`src/shared/pwm_timer_pkg.sv`:
```
// Constants shared by the PWM timer control and buffer block.
// Assumes byte addresses on a 32-bit register port; all registers are word aligned.
package pwm_timer_pkg;

    // -------------------------------------------------------------------
    // Register offsets (byte addresses).
    // -------------------------------------------------------------------
    localparam logic [31:0] PRESCALE_CONFIG_OFFS = 32'h01d5_0000;
    localparam logic [31:0] DIVIDER_SELECT_OFFS = 32'h01d5_0004;
    localparam logic [31:0] TIMER_RUN_CONTROL_OFFS = 32'h01d5_0008;
    localparam logic [31:0] TIMER0_RELOAD_COUNT_OFFS = 32'h01d5_000c;
    localparam logic [31:0] TIMER0_MATCH_VALUE_OFFS = 32'h01d5_0010;
    localparam logic [31:0] TIMER0_COUNT_VIEW_OFFS = 32'h01d5_0014;
    localparam logic [31:0] TIMER1_RELOAD_COUNT_OFFS = 32'h01d5_0018;
    localparam logic [31:0] TIMER1_MATCH_VALUE_OFFS = 32'h01d5_001c;
    localparam logic [31:0] TIMER1_COUNT_VIEW_OFFS = 32'h01d5_0020;
    localparam logic [31:0] TIMER2_RELOAD_COUNT_OFFS = 32'h01d5_0024;
    localparam logic [31:0] TIMER2_MATCH_VALUE_OFFS = 32'h01d5_0028;
    localparam logic [31:0] TIMER2_COUNT_VIEW_OFFS = 32'h01d5_002c;
    localparam logic [31:0] TIMER3_RELOAD_COUNT_OFFS = 32'h01d5_0030;
    localparam logic [31:0] TIMER3_MATCH_VALUE_OFFS = 32'h01d5_0034;
    localparam logic [31:0] TIMER3_COUNT_VIEW_OFFS = 32'h01d5_0038;
    localparam logic [31:0] TIMER4_RELOAD_COUNT_OFFS = 32'h01d5_003c;
    localparam logic [31:0] TIMER4_MATCH_VALUE_OFFS = 32'h01d5_0040;

    // -------------------------------------------------------------------
    // Counts and widths.
    // -------------------------------------------------------------------
    localparam int NUM_TIMERS = 5;
    localparam int NUM_VIEWS = 4;
    localparam int NUM_DIVIDERS = 5;

    // -------------------------------------------------------------------
    // Control field positions within a timer's four-bit group.
    // -------------------------------------------------------------------
    localparam int CTRL_START_BIT = 0;
    localparam int CTRL_UPDATE_BIT = 1;
    localparam int CTRL_INVERT_BIT = 2;
    localparam int CTRL_AUTO_BIT = 3;
    localparam int CTRL_TIMER0_BASE = 0;
    localparam int CTRL_TIMER1_BASE = 8;
    localparam int CTRL_DEADZONE_BIT = 4;
    localparam logic [31:0] CTRL_WRITE_MASK = 32'h0000_0f1f;

    // -------------------------------------------------------------------
    // Configuration field positions.
    // -------------------------------------------------------------------
    localparam int DEADZONE_LEN_LSB = 24;
    localparam int PRESCALE0_LSB = 0;
    localparam int PRESCALE1_LSB = 8;
    localparam int PRESCALE2_LSB = 16;
    localparam int DIV_SEL_WIDTH = 4;
    localparam logic [31:0] DIVIDER_WRITE_MASK = 32'h000f_ffff;
    localparam logic [3:0] DIV_SEL_MAX = 4'h4;

    // -------------------------------------------------------------------
    // Values after reset.
    // -------------------------------------------------------------------
    localparam logic [31:0] REG_RESET = 32'h0000_0000;
    localparam logic [15:0] BUF_RESET = 16'h0000;

endpackage

```
`src/rtl/tick_divider.sv`:
```
// Prescaler plus power-of-two divider serving a pair of timers.
// Assumes all inputs come from registers on the same clock.
`timescale 1ns/1ns
module tick_divider (
    // Clock and reset.
    input wire logic i_clk,
    input wire logic i_rst,
    // Configuration.
    input wire logic [7:0] i_prescale,
    input wire logic [3:0] i_sel_a,
    input wire logic [3:0] i_sel_b,
    // Tick pulses.
    output logic o_tick_a,
    output logic o_tick_b
);

    logic [7:0] pre_cnt_reg;
    logic [4:0] div_cnt_reg;
    logic base_pulse;
    logic [4:0] div_pulse;
    logic [2:0] idx_a;
    logic [2:0] idx_b;

    // The prescaler gives one base pulse every prescale plus one clocks.
    assign base_pulse = (pre_cnt_reg == i_prescale);

    // Each divider output fires on every second, fourth ... base pulse.
    genvar k;
    generate
        for (k = 0; k < pwm_timer_pkg::NUM_DIVIDERS; k++) begin : g_div
            assign div_pulse[k] = base_pulse & (&div_cnt_reg[k:0]);
        end
    endgenerate

    // Out-of-range selections fall back to the slowest divider.
    assign idx_a = (i_sel_a > pwm_timer_pkg::DIV_SEL_MAX) ? 3'h4 : i_sel_a[2:0];
    assign idx_b = (i_sel_b > pwm_timer_pkg::DIV_SEL_MAX) ? 3'h4 : i_sel_b[2:0];
    assign o_tick_a = div_pulse[idx_a];
    assign o_tick_b = div_pulse[idx_b];

    // Prescale and divide counters.
    always_ff @(posedge i_clk or posedge i_rst) begin
        if (i_rst) begin
            pre_cnt_reg <= 8'h00;
            div_cnt_reg <= 5'h00;
        end else begin
            pre_cnt_reg <= base_pulse ? 8'h00 : pre_cnt_reg + 8'h01;
            div_cnt_reg <= base_pulse ? div_cnt_reg + 5'h01 : div_cnt_reg;
        end
    end

endmodule // tick_divider

```
`src/rtl/down_channel.sv`:
```
// One down-counting PWM channel with compare and reload.
// Assumes tick and control inputs come from logic on the same clock.
`timescale 1ns/1ns
module down_channel (
    // Clock and reset.
    input wire logic i_clk,
    input wire logic i_rst,
    // Control.
    input wire logic i_tick,
    input wire logic i_start,
    input wire logic i_auto_reload,
    input wire logic i_update,
    // Buffers.
    input wire logic [15:0] i_reload_count,
    input wire logic [15:0] i_match_value,
    // State.
    output logic [15:0] o_count,
    output logic o_level,
    output logic o_expire
);

    logic [15:0] count_reg;
    logic [15:0] cmp_reg;
    logic level_reg;
    logic expire_reg;
    logic step;
    logic at_zero;
    logic do_reload;
    logic do_dec;
    logic do_load;
    logic [15:0] dec_val;

    // Decode what this tick does.
    assign step = i_start & i_tick;
    assign at_zero = (count_reg == 16'h0000);
    assign do_reload = step & at_zero & i_auto_reload;
    assign do_dec = step & ~at_zero;
    assign do_load = i_update | do_reload;
    assign dec_val = count_reg - 16'h0001;

    // Manual update has priority over counting.
    always_ff @(posedge i_clk or posedge i_rst) begin
        if (i_rst) begin
            count_reg <= pwm_timer_pkg::BUF_RESET;
            cmp_reg <= pwm_timer_pkg::BUF_RESET;
            level_reg <= 1'b0;
            expire_reg <= 1'b0;
        end else begin
            count_reg <= do_load ? i_reload_count : (do_dec ? dec_val : count_reg);
            cmp_reg <= do_load ? i_match_value : cmp_reg;
            level_reg <= do_load ? 1'b0 : ((do_dec && dec_val == cmp_reg) ? 1'b1 : level_reg);
            expire_reg <= do_dec & (dec_val == 16'h0000);
        end
    end

    assign o_count = count_reg;
    assign o_level = level_reg;
    assign o_expire = expire_reg;

endmodule // down_channel

```
`src/rtl/pwm_timer_control_buffers.sv`:
```
// PWM timer control bits, count and compare buffers, count views and dead zone.
// Assumes a single-cycle register port on i_clk; timers 2 to 4 get their control
// bits from the neighbouring control block through i_upper_ctrl.
`timescale 1ns/1ns
module pwm_timer_control_buffers (
    // Clock and reset.
    input wire logic i_clk,
    input wire logic i_rst,
    // Register port.
    input wire logic [31:0] i_addr,
    input wire logic [31:0] i_wr_data,
    input wire logic i_wr,
    input wire logic i_rd,
    output logic [31:0] o_rd_data,
    // Control bits of timers 2 to 4, four per timer: start, update, invert, auto.
    input wire logic [11:0] i_upper_ctrl,
    // Timer outputs.
    output logic [4:0] o_pwm,
    output logic o_pwm0_n,
    output logic [4:0] o_expire
);

    // -------------------------------------------------------------------
    // Declarations.
    // -------------------------------------------------------------------
    logic [31:0] ctrl_reg;
    logic [31:0] prescale_reg;
    logic [31:0] divider_reg;
    logic [15:0] reload_reg [pwm_timer_pkg::NUM_TIMERS];
    logic [15:0] match_reg [pwm_timer_pkg::NUM_TIMERS];
    logic [31:0] rd_data_reg;
    logic [31:0] rd_data_next;
    logic [4:0] pwm_reg;
    logic pwm0_n_reg;
    logic [4:0] expire_reg;
    logic [7:0] dz_cnt_reg;
    logic raw0_prev_reg;

    logic wr_ctrl;
    logic wr_prescale;
    logic wr_divider;
    logic [4:0] wr_reload;
    logic [4:0] wr_match;
    logic [4:0] rd_reload;
    logic [4:0] rd_match;
    logic [3:0] rd_view;
    logic [4:0] start_w;
    logic [4:0] update_w;
    logic [4:0] invert_w;
    logic [4:0] auto_w;
    logic [4:0] tick_w;
    logic [15:0] count_w [pwm_timer_pkg::NUM_TIMERS];
    logic [4:0] level_w;
    logic [4:0] expire_w;
    logic [4:0] raw_w;
    logic dz_enable;
    logic [7:0] dz_len;
    logic raw0_edge;
    logic dz_busy;

    // Address tables built from the named offsets.
    logic [31:0] reload_offs [pwm_timer_pkg::NUM_TIMERS];
    logic [31:0] match_offs [pwm_timer_pkg::NUM_TIMERS];
    logic [31:0] view_offs [pwm_timer_pkg::NUM_VIEWS];

    assign reload_offs[0] = pwm_timer_pkg::TIMER0_RELOAD_COUNT_OFFS;
    assign reload_offs[1] = pwm_timer_pkg::TIMER1_RELOAD_COUNT_OFFS;
    assign reload_offs[2] = pwm_timer_pkg::TIMER2_RELOAD_COUNT_OFFS;
    assign reload_offs[3] = pwm_timer_pkg::TIMER3_RELOAD_COUNT_OFFS;
    assign reload_offs[4] = pwm_timer_pkg::TIMER4_RELOAD_COUNT_OFFS;
    assign match_offs[0] = pwm_timer_pkg::TIMER0_MATCH_VALUE_OFFS;
    assign match_offs[1] = pwm_timer_pkg::TIMER1_MATCH_VALUE_OFFS;
    assign match_offs[2] = pwm_timer_pkg::TIMER2_MATCH_VALUE_OFFS;
    assign match_offs[3] = pwm_timer_pkg::TIMER3_MATCH_VALUE_OFFS;
    assign match_offs[4] = pwm_timer_pkg::TIMER4_MATCH_VALUE_OFFS;
    assign view_offs[0] = pwm_timer_pkg::TIMER0_COUNT_VIEW_OFFS;
    assign view_offs[1] = pwm_timer_pkg::TIMER1_COUNT_VIEW_OFFS;
    assign view_offs[2] = pwm_timer_pkg::TIMER2_COUNT_VIEW_OFFS;
    assign view_offs[3] = pwm_timer_pkg::TIMER3_COUNT_VIEW_OFFS;

    // -------------------------------------------------------------------
    // Address decode for the shared configuration registers.
    // -------------------------------------------------------------------

    // Single-register write strobes.
    assign wr_ctrl = i_wr & (i_addr == pwm_timer_pkg::TIMER_RUN_CONTROL_OFFS);
    assign wr_prescale = i_wr & (i_addr == pwm_timer_pkg::PRESCALE_CONFIG_OFFS);
    assign wr_divider = i_wr & (i_addr == pwm_timer_pkg::DIVIDER_SELECT_OFFS);

    // Configuration fields used by the datapath.
    assign dz_enable = ctrl_reg[pwm_timer_pkg::CTRL_DEADZONE_BIT];
    assign dz_len = prescale_reg[pwm_timer_pkg::DEADZONE_LEN_LSB +: 8];

    // -------------------------------------------------------------------
    // Control, configuration and read-back registers.
    // -------------------------------------------------------------------

    // Only the implemented control and divider bits are stored; others read zero.
    always_ff @(posedge i_clk or posedge i_rst) begin
        if (i_rst) begin
            ctrl_reg <= pwm_timer_pkg::REG_RESET;
            prescale_reg <= pwm_timer_pkg::REG_RESET;
            divider_reg <= pwm_timer_pkg::REG_RESET;
        end else begin
            if (wr_ctrl) begin
                ctrl_reg <= i_wr_data & pwm_timer_pkg::CTRL_WRITE_MASK;
            end
            if (wr_prescale) begin
                prescale_reg <= i_wr_data;
            end
            if (wr_divider) begin
                divider_reg <= i_wr_data & pwm_timer_pkg::DIVIDER_WRITE_MASK;
            end
        end
    end

    // Read data is registered and stands for one cycle after the strobe.
    always_ff @(posedge i_clk or posedge i_rst) begin
        if (i_rst) begin
            rd_data_reg <= pwm_timer_pkg::REG_RESET;
        end else begin
            rd_data_reg <= rd_data_next;
        end
    end

    // Read mux; unmapped addresses and idle cycles give zero.
    always_comb begin
        rd_data_next = 32'h0000_0000;
        if (i_rd) begin
            if (i_addr == pwm_timer_pkg::TIMER_RUN_CONTROL_OFFS) begin
                rd_data_next = ctrl_reg;
            end
            if (i_addr == pwm_timer_pkg::PRESCALE_CONFIG_OFFS) begin
                rd_data_next = prescale_reg;
            end
            if (i_addr == pwm_timer_pkg::DIVIDER_SELECT_OFFS) begin
                rd_data_next = divider_reg;
            end
            for (int i = 0; i < pwm_timer_pkg::NUM_TIMERS; i++) begin
                if (rd_reload[i]) begin
                    rd_data_next = {16'h0000, reload_reg[i]};
                end
                if (rd_match[i]) begin
                    rd_data_next = {16'h0000, match_reg[i]};
                end
            end
            for (int i = 0; i < pwm_timer_pkg::NUM_VIEWS; i++) begin
                if (rd_view[i]) begin
                    rd_data_next = {16'h0000, count_w[i]};
                end
            end
        end
    end

    assign o_rd_data = rd_data_reg;

    // -------------------------------------------------------------------
    // Per-timer buffers, control and counters.
    // -------------------------------------------------------------------
    genvar t;
    generate
        for (t = 0; t < pwm_timer_pkg::NUM_TIMERS; t++) begin : g_timer

            // Buffer decode for this timer.
            assign wr_reload[t] = i_wr & (i_addr == reload_offs[t]);
            assign wr_match[t] = i_wr & (i_addr == match_offs[t]);
            assign rd_reload[t] = (i_addr == reload_offs[t]);
            assign rd_match[t] = (i_addr == match_offs[t]);

            // Count and compare buffers; a write only stores, loading waits.
            always_ff @(posedge i_clk or posedge i_rst) begin
                if (i_rst) begin
                    reload_reg[t] <= pwm_timer_pkg::BUF_RESET;
                    match_reg[t] <= pwm_timer_pkg::BUF_RESET;
                end else begin
                    if (wr_reload[t]) begin
                        reload_reg[t] <= i_wr_data[15:0];
                    end
                    if (wr_match[t]) begin
                        match_reg[t] <= i_wr_data[15:0];
                    end
                end
            end

            // Timers 0 and 1 take their bits here, timers 2 to 4 from the port.
            if (t == 0) begin : g_ctl0
                assign start_w[t] = ctrl_reg[pwm_timer_pkg::CTRL_TIMER0_BASE
                    + pwm_timer_pkg::CTRL_START_BIT];
                assign update_w[t] = ctrl_reg[pwm_timer_pkg::CTRL_TIMER0_BASE
                    + pwm_timer_pkg::CTRL_UPDATE_BIT];
                assign invert_w[t] = ctrl_reg[pwm_timer_pkg::CTRL_TIMER0_BASE
                    + pwm_timer_pkg::CTRL_INVERT_BIT];
                assign auto_w[t] = ctrl_reg[pwm_timer_pkg::CTRL_TIMER0_BASE
                    + pwm_timer_pkg::CTRL_AUTO_BIT];
            end else if (t == 1) begin : g_ctl1
                assign start_w[t] = ctrl_reg[pwm_timer_pkg::CTRL_TIMER1_BASE
                    + pwm_timer_pkg::CTRL_START_BIT];
                assign update_w[t] = ctrl_reg[pwm_timer_pkg::CTRL_TIMER1_BASE
                    + pwm_timer_pkg::CTRL_UPDATE_BIT];
                assign invert_w[t] = ctrl_reg[pwm_timer_pkg::CTRL_TIMER1_BASE
                    + pwm_timer_pkg::CTRL_INVERT_BIT];
                assign auto_w[t] = ctrl_reg[pwm_timer_pkg::CTRL_TIMER1_BASE
                    + pwm_timer_pkg::CTRL_AUTO_BIT];
            end else begin : g_ctlx
                assign start_w[t] = i_upper_ctrl[4 * (t - 2) + pwm_timer_pkg::CTRL_START_BIT];
                assign update_w[t] = i_upper_ctrl[4 * (t - 2) + pwm_timer_pkg::CTRL_UPDATE_BIT];
                assign invert_w[t] = i_upper_ctrl[4 * (t - 2) + pwm_timer_pkg::CTRL_INVERT_BIT];
                assign auto_w[t] = i_upper_ctrl[4 * (t - 2) + pwm_timer_pkg::CTRL_AUTO_BIT];
            end

            // The down-counter with compare, reload and expiry.
            down_channel u_chan (
                .i_clk(i_clk),
                .i_rst(i_rst),
                .i_tick(tick_w[t]),
                .i_start(start_w[t]),
                .i_auto_reload(auto_w[t]),
                .i_update(update_w[t]),
                .i_reload_count(reload_reg[t]),
                .i_match_value(match_reg[t]),
                .o_count(count_w[t]),
                .o_level(level_w[t]),
                .o_expire(expire_w[t])
            );

            // Output level after the optional inverter.
            assign raw_w[t] = level_w[t] ^ invert_w[t];
        end
    endgenerate

    // Count views exist for timers 0 to 3 only.
    genvar v;
    generate
        for (v = 0; v < pwm_timer_pkg::NUM_VIEWS; v++) begin : g_view
            assign rd_view[v] = (i_addr == view_offs[v]);
        end
    endgenerate

    // -------------------------------------------------------------------
    // Tick generation: three prescalers shared by timer pairs.
    // -------------------------------------------------------------------

    // Timers 0 and 1.
    tick_divider u_div01 (
        .i_clk(i_clk),
        .i_rst(i_rst),
        .i_prescale(prescale_reg[pwm_timer_pkg::PRESCALE0_LSB +: 8]),
        .i_sel_a(divider_reg[0 * pwm_timer_pkg::DIV_SEL_WIDTH +: 4]),
        .i_sel_b(divider_reg[1 * pwm_timer_pkg::DIV_SEL_WIDTH +: 4]),
        .o_tick_a(tick_w[0]),
        .o_tick_b(tick_w[1])
    );

    // Timers 2 and 3.
    tick_divider u_div23 (
        .i_clk(i_clk),
        .i_rst(i_rst),
        .i_prescale(prescale_reg[pwm_timer_pkg::PRESCALE1_LSB +: 8]),
        .i_sel_a(divider_reg[2 * pwm_timer_pkg::DIV_SEL_WIDTH +: 4]),
        .i_sel_b(divider_reg[3 * pwm_timer_pkg::DIV_SEL_WIDTH +: 4]),
        .o_tick_a(tick_w[2]),
        .o_tick_b(tick_w[3])
    );

    // Timer 4; the second output would serve timer 5, which lives elsewhere.
    tick_divider u_div4 (
        .i_clk(i_clk),
        .i_rst(i_rst),
        .i_prescale(prescale_reg[pwm_timer_pkg::PRESCALE2_LSB +: 8]),
        .i_sel_a(divider_reg[4 * pwm_timer_pkg::DIV_SEL_WIDTH +: 4]),
        .i_sel_b(4'h0),
        .o_tick_a(tick_w[4]),
        .o_tick_b()
    );

    // -------------------------------------------------------------------
    // Dead zone on the timer 0 output pair.
    // -------------------------------------------------------------------

    // A level change of timer 0 starts a dead zone; both outputs stay low during it.
    assign raw0_edge = raw_w[0] ^ raw0_prev_reg;
    assign dz_busy = (dz_cnt_reg != 8'h00);

    // Dead-zone counter runs in timer 0 ticks.
    always_ff @(posedge i_clk or posedge i_rst) begin
        if (i_rst) begin
            dz_cnt_reg <= 8'h00;
            raw0_prev_reg <= 1'b0;
        end else begin
            raw0_prev_reg <= raw_w[0];
            if (dz_enable && raw0_edge) begin
                dz_cnt_reg <= dz_len;
            end else if (!dz_enable) begin
                dz_cnt_reg <= 8'h00;
            end else if (dz_busy && tick_w[0]) begin
                dz_cnt_reg <= dz_cnt_reg - 8'h01;
            end
        end
    end

    // -------------------------------------------------------------------
    // Registered outputs.
    // -------------------------------------------------------------------

    // Timer 0 and its complement are blanked during a dead zone.
    always_ff @(posedge i_clk or posedge i_rst) begin
        if (i_rst) begin
            pwm_reg <= 5'h00;
            pwm0_n_reg <= 1'b0;
            expire_reg <= 5'h00;
        end else begin
            pwm_reg[4:1] <= raw_w[4:1];
            if (dz_enable && (dz_busy || raw0_edge)) begin
                pwm_reg[0] <= 1'b0;
                pwm0_n_reg <= 1'b0;
            end else begin
                pwm_reg[0] <= raw_w[0];
                pwm0_n_reg <= ~raw_w[0];
            end
            expire_reg <= expire_w;
        end
    end

    assign o_pwm = pwm_reg;
    assign o_pwm0_n = pwm0_n_reg;
    assign o_expire = expire_reg;

endmodule // pwm_timer_control_buffers

```
`config.mk`:
```
export PLATFORM = sky130hd
export DESIGN_NAME = pwm_timer_control_buffers
export DESIGN_NICKNAME = d
export VERILOG_FILES = /design/src/shared/pwm_timer_pkg.sv /design/src/rtl/tick_divider.sv /design/src/rtl/down_channel.sv /design/src/rtl/pwm_timer_control_buffers.sv
export SDC_FILE = /design/constraint.sdc
export NUM_CORES = 1
export LEC_CHECK = 0
export BUFFER_PORTS_ARGS = -buffer_cell sky130_fd_sc_hd__buf_4
export CELL_PAD_IN_SITES_DETAIL_PLACEMENT = 1
export CELL_PAD_IN_SITES_GLOBAL_PLACEMENT = 1
export CORE_ASPECT_RATIO = 1.25
export CORE_UTILIZATION = 25
export DETAILED_ROUTE_END_ITERATION = 8
export PLACE_DENSITY = 0.5
export SKIP_CTS_REPAIR_TIMING = 1
export SYNTH_ARGS = -nofsm -noshare
export SYNTH_HDL_FRONTEND = slang
export SYNTH_SLANG_ARGS = --single-unit
```
`constraint.sdc`:
```
create_clock -name i_clk -period 15.4 [get_ports i_clk]
set_input_delay 1.54 -clock i_clk [delete_from_list [all_inputs] [get_ports i_clk]]
set_output_delay 1.54 -clock i_clk [all_outputs]
set_load 0.05 [all_outputs]
```
==> results.yml <==
timing:
  fmax_mhz: 209
  hold_violations: 0
  clock_skew_ns: 0.0260
  period_share_pct: 31.1
  relSlewSlack_pct: 20.7
  setup_viol: 0
  tightest_slew_ns: 1.18
  min_period_ns: 4.78
  rsz0062_at_grt: "false"
  fin_setup_tns_ns: 0
  holdWs_ns: 0.347
  drv_slew: 0
logic_synthesis:
  ys_ff_latch: 482
  synth_top_area_share_pct: 47.4
  synth_common_cells: "482 x dfrtp_1, 297 x mux2_2, 176 x nor2_1, 172 x nand2_1, 141 x xnor2_1"
  syn_area_um2: 25500
  synth_area_leader_cell: "dfrtp_1"
  synth.yosys.warnings: 0
  synthCells: 2417
  synthArstFlopShare_pct: 100
  synth_nets: 2520
  synth.most_common_cell: "dfrtp_1"
  synth_cell_type_count: 85
  synth_edf_count: 0
  synthTopCellsByArea: "dfrtp_1 47%, mux2_2 13%, xnor2_1 4.9%, xor2_1 2.9%, nor2_1 2.6%"
  synth_seq_area_share_pct: 47.4
  avgSynthCellArea_um2: 10.5
  ys.flop_type: "dfrtp_1"
critical_path:
  critPathLaunchType: "input port"
  crit_required_ns: 15.87
  critical_path.cell_chain: "buf_4, nor4b_1, nand2_1, nor4_2, a21oi_1, o21ai_0, nand2b_1, nor3b_1"
  crit_fanout: 24
  crit_type: "input port to flip-flop"
  critPathMaxStageDelay_ns: 1.02
  cp_slowest_cell: "nor4_2"
  end_kind: "flip-flop"
  critical_path_arrival_ns: 5.25
  r2r_cells: 9
cells_and_area:
  fin_cells: 3818
  syn_to_final_growth_pct: 16.0
  final_nets: 2558
  drive_gt1_share_pct: 23.4
floorplan:
  core_um2: 101000
  die-area_um2: 103000
  row_count: 130
  fp.dieH_um: 359
  die_x_um: 287
  ios: 123
  initial_core_util_pct: 25.3
global_routing:
  grtUsageTotal_pct: 19.4
  grt_pass1_wl_um: 149000
  antenna_found_initial: 6
  grt_start_max_net_pins: 181
  first_global_vias: 21400
  overflow: 0
clocking:
  numCtsBuffers: 53
  numClockSinks: 482
  clk_pin_slew_ns: 0.06
  cts_root_buf: "clkbuf_16"
  clk-insertion-delay-late_ns: 0.63
  cts_tree: "done"
  cts.htree.levels: 2
  cts.path.max_buffers: 3
drt:
  detail-route-antenna-nets: 0
  drt-vias-per-instance: 5.23
  drt-pass1-iter-count: 5
  vias: 20000
  drc: 0
  wirelength_um: 99900
  wl_per_cell_um: 26.2
  drtIter0Drc: 1332
placed_design:
  hpwl_um: 73100
  io_buffers: 122
  dpl.cell_count: 3720
  gp_congestion: 0.911
worst_hold_path:
  hold_depth: 0
  min_path_type: "flip-flop to flip-flop"
job:
  drv_cap: 0
pwr:
  p_leak_nw: 13.5
  ir_drop_mv: 0.0788
  power_density_nw_per_um2: 113
status:
  outcome: "finished clean"
==> critical path: cells and delay by family <==
family                 cells  cell delay (ns)
and+or+nand+nor            5             2.78
AOI/OAI and AO/OA          2             0.81
buffers and inverters      1             0.11
==> cell usage in the layout (no fill, tap or decap), drive strengths merged, types with 8 or more instances in the layout <==
cell / n
ha: 23
a31oi: 14
nand2: 172
mux4: 8
nand3: 61
buf: 151
clkinv: 8
nand4: 41
or4: 14
and2: 18
and3: 16
a21oi: 100
a211oi: 8
o311ai: 11
o211ai: 19
inv: 41
o22ai: 20
o21ai: 108
or3: 15
clkbuf: 77
a22oi: 30
nor3: 63
nand3b: 9
a221o: 10
mux2i: 22
nor2b: 22
nor2: 178
nor4: 50
xnor2: 141
a221oi: 19
nor3b: 17
xor2: 83
nor4b: 10
dfrtp: 482
mux2: 297
==> worst paths after layout <==
check	startpoint	to	slack, ns
max	i_addr[13]	o_rd_data[4]	10.62
min	g_timer[4].u_chan.o_expire	o_expire[4]	0.35
max reg2reg	g_timer[1].u_chan.o_count[0]	g_timer[1].u_chan.o_count[5]	11.29
min reg2reg	g_timer[4].u_chan.o_expire	o_expire[4]	0.35
max in group asynchronous	i_rst	g_timer[4].u_chan.cmp_reg[9]	11.98
min in group asynchronous	i_rst	o_expire[1]	1.05
==> area by class of cell <==
type	count	area, um^2
Antenna cell	3	7.51
Clock buffer	77	1530
Clock inverter	18	279
Fill cell	11200	71200
Inverter	39	154
Multi-Input combinational cell	1728	12700
Sequential cell	482	12100
Tap cell	1320	1650
Timing Repair Buffer	151	1150
==> power breakdown <==
group	internal [mW]	leakage [nW]	switching (mW)	total [mW]
registers	1.29	6.68	0.0424	1.33
logic	0.240	5.96	0.413	0.654
clock network	0.802	0.888	0.554	1.36
==> per-layer routing <==
| metal | part of all wire (%) | track usage, % |
|---|---|---|
| met5 | 0.050 | 0 |
| met4 | 3.8 | 7.46 |
| met3 | 4.5 | 2.55 |
| met2 | 49 | 33.4 |
| met1 | 42 | 24.4 |
==> kinds of logic (layout without fill, tap and decap cells) <==
family / after synthesis / count (layout) / share of synthesized area [%]
multiplexers: 327 / 327 / 14.7
buffers and inverters: 207 / 285 / 3.25
AND/OR/NAND/NOR: 728 / 728 / 14.8
AO/OA/AOI/OAI: 426 / 426 / 11.0
other: 0 / 3 / 0
adder cells (fa/ha/maj): 23 / 23 / 1.13
XOR/XNOR: 224 / 224 / 7.71
flip-flops: 482 / 482 / 47.4
==> per-stage QoR <==
| stage | total power, mW | util, % | cell area (um^2) | worst slack [ns] |
|---|---|---|---|---|
| CTS | 3.39 | 29.3 | 29500 | 10.83 |
| global placement | 2.00 | 27.5 | 27700 | 10.23 |
| global route | 3.49 | 29.3 | 29500 | 10.47 |
| floorplan | 1.81 | - | 25500 | 0.411 |
| detailed placement | 2.01 | 27.5 | 27700 | 10.20 |
| finish | 3.34 | 29.3 | 29500 | 10.62 |
Note: power is estimated with default switching activity, not from simulation.
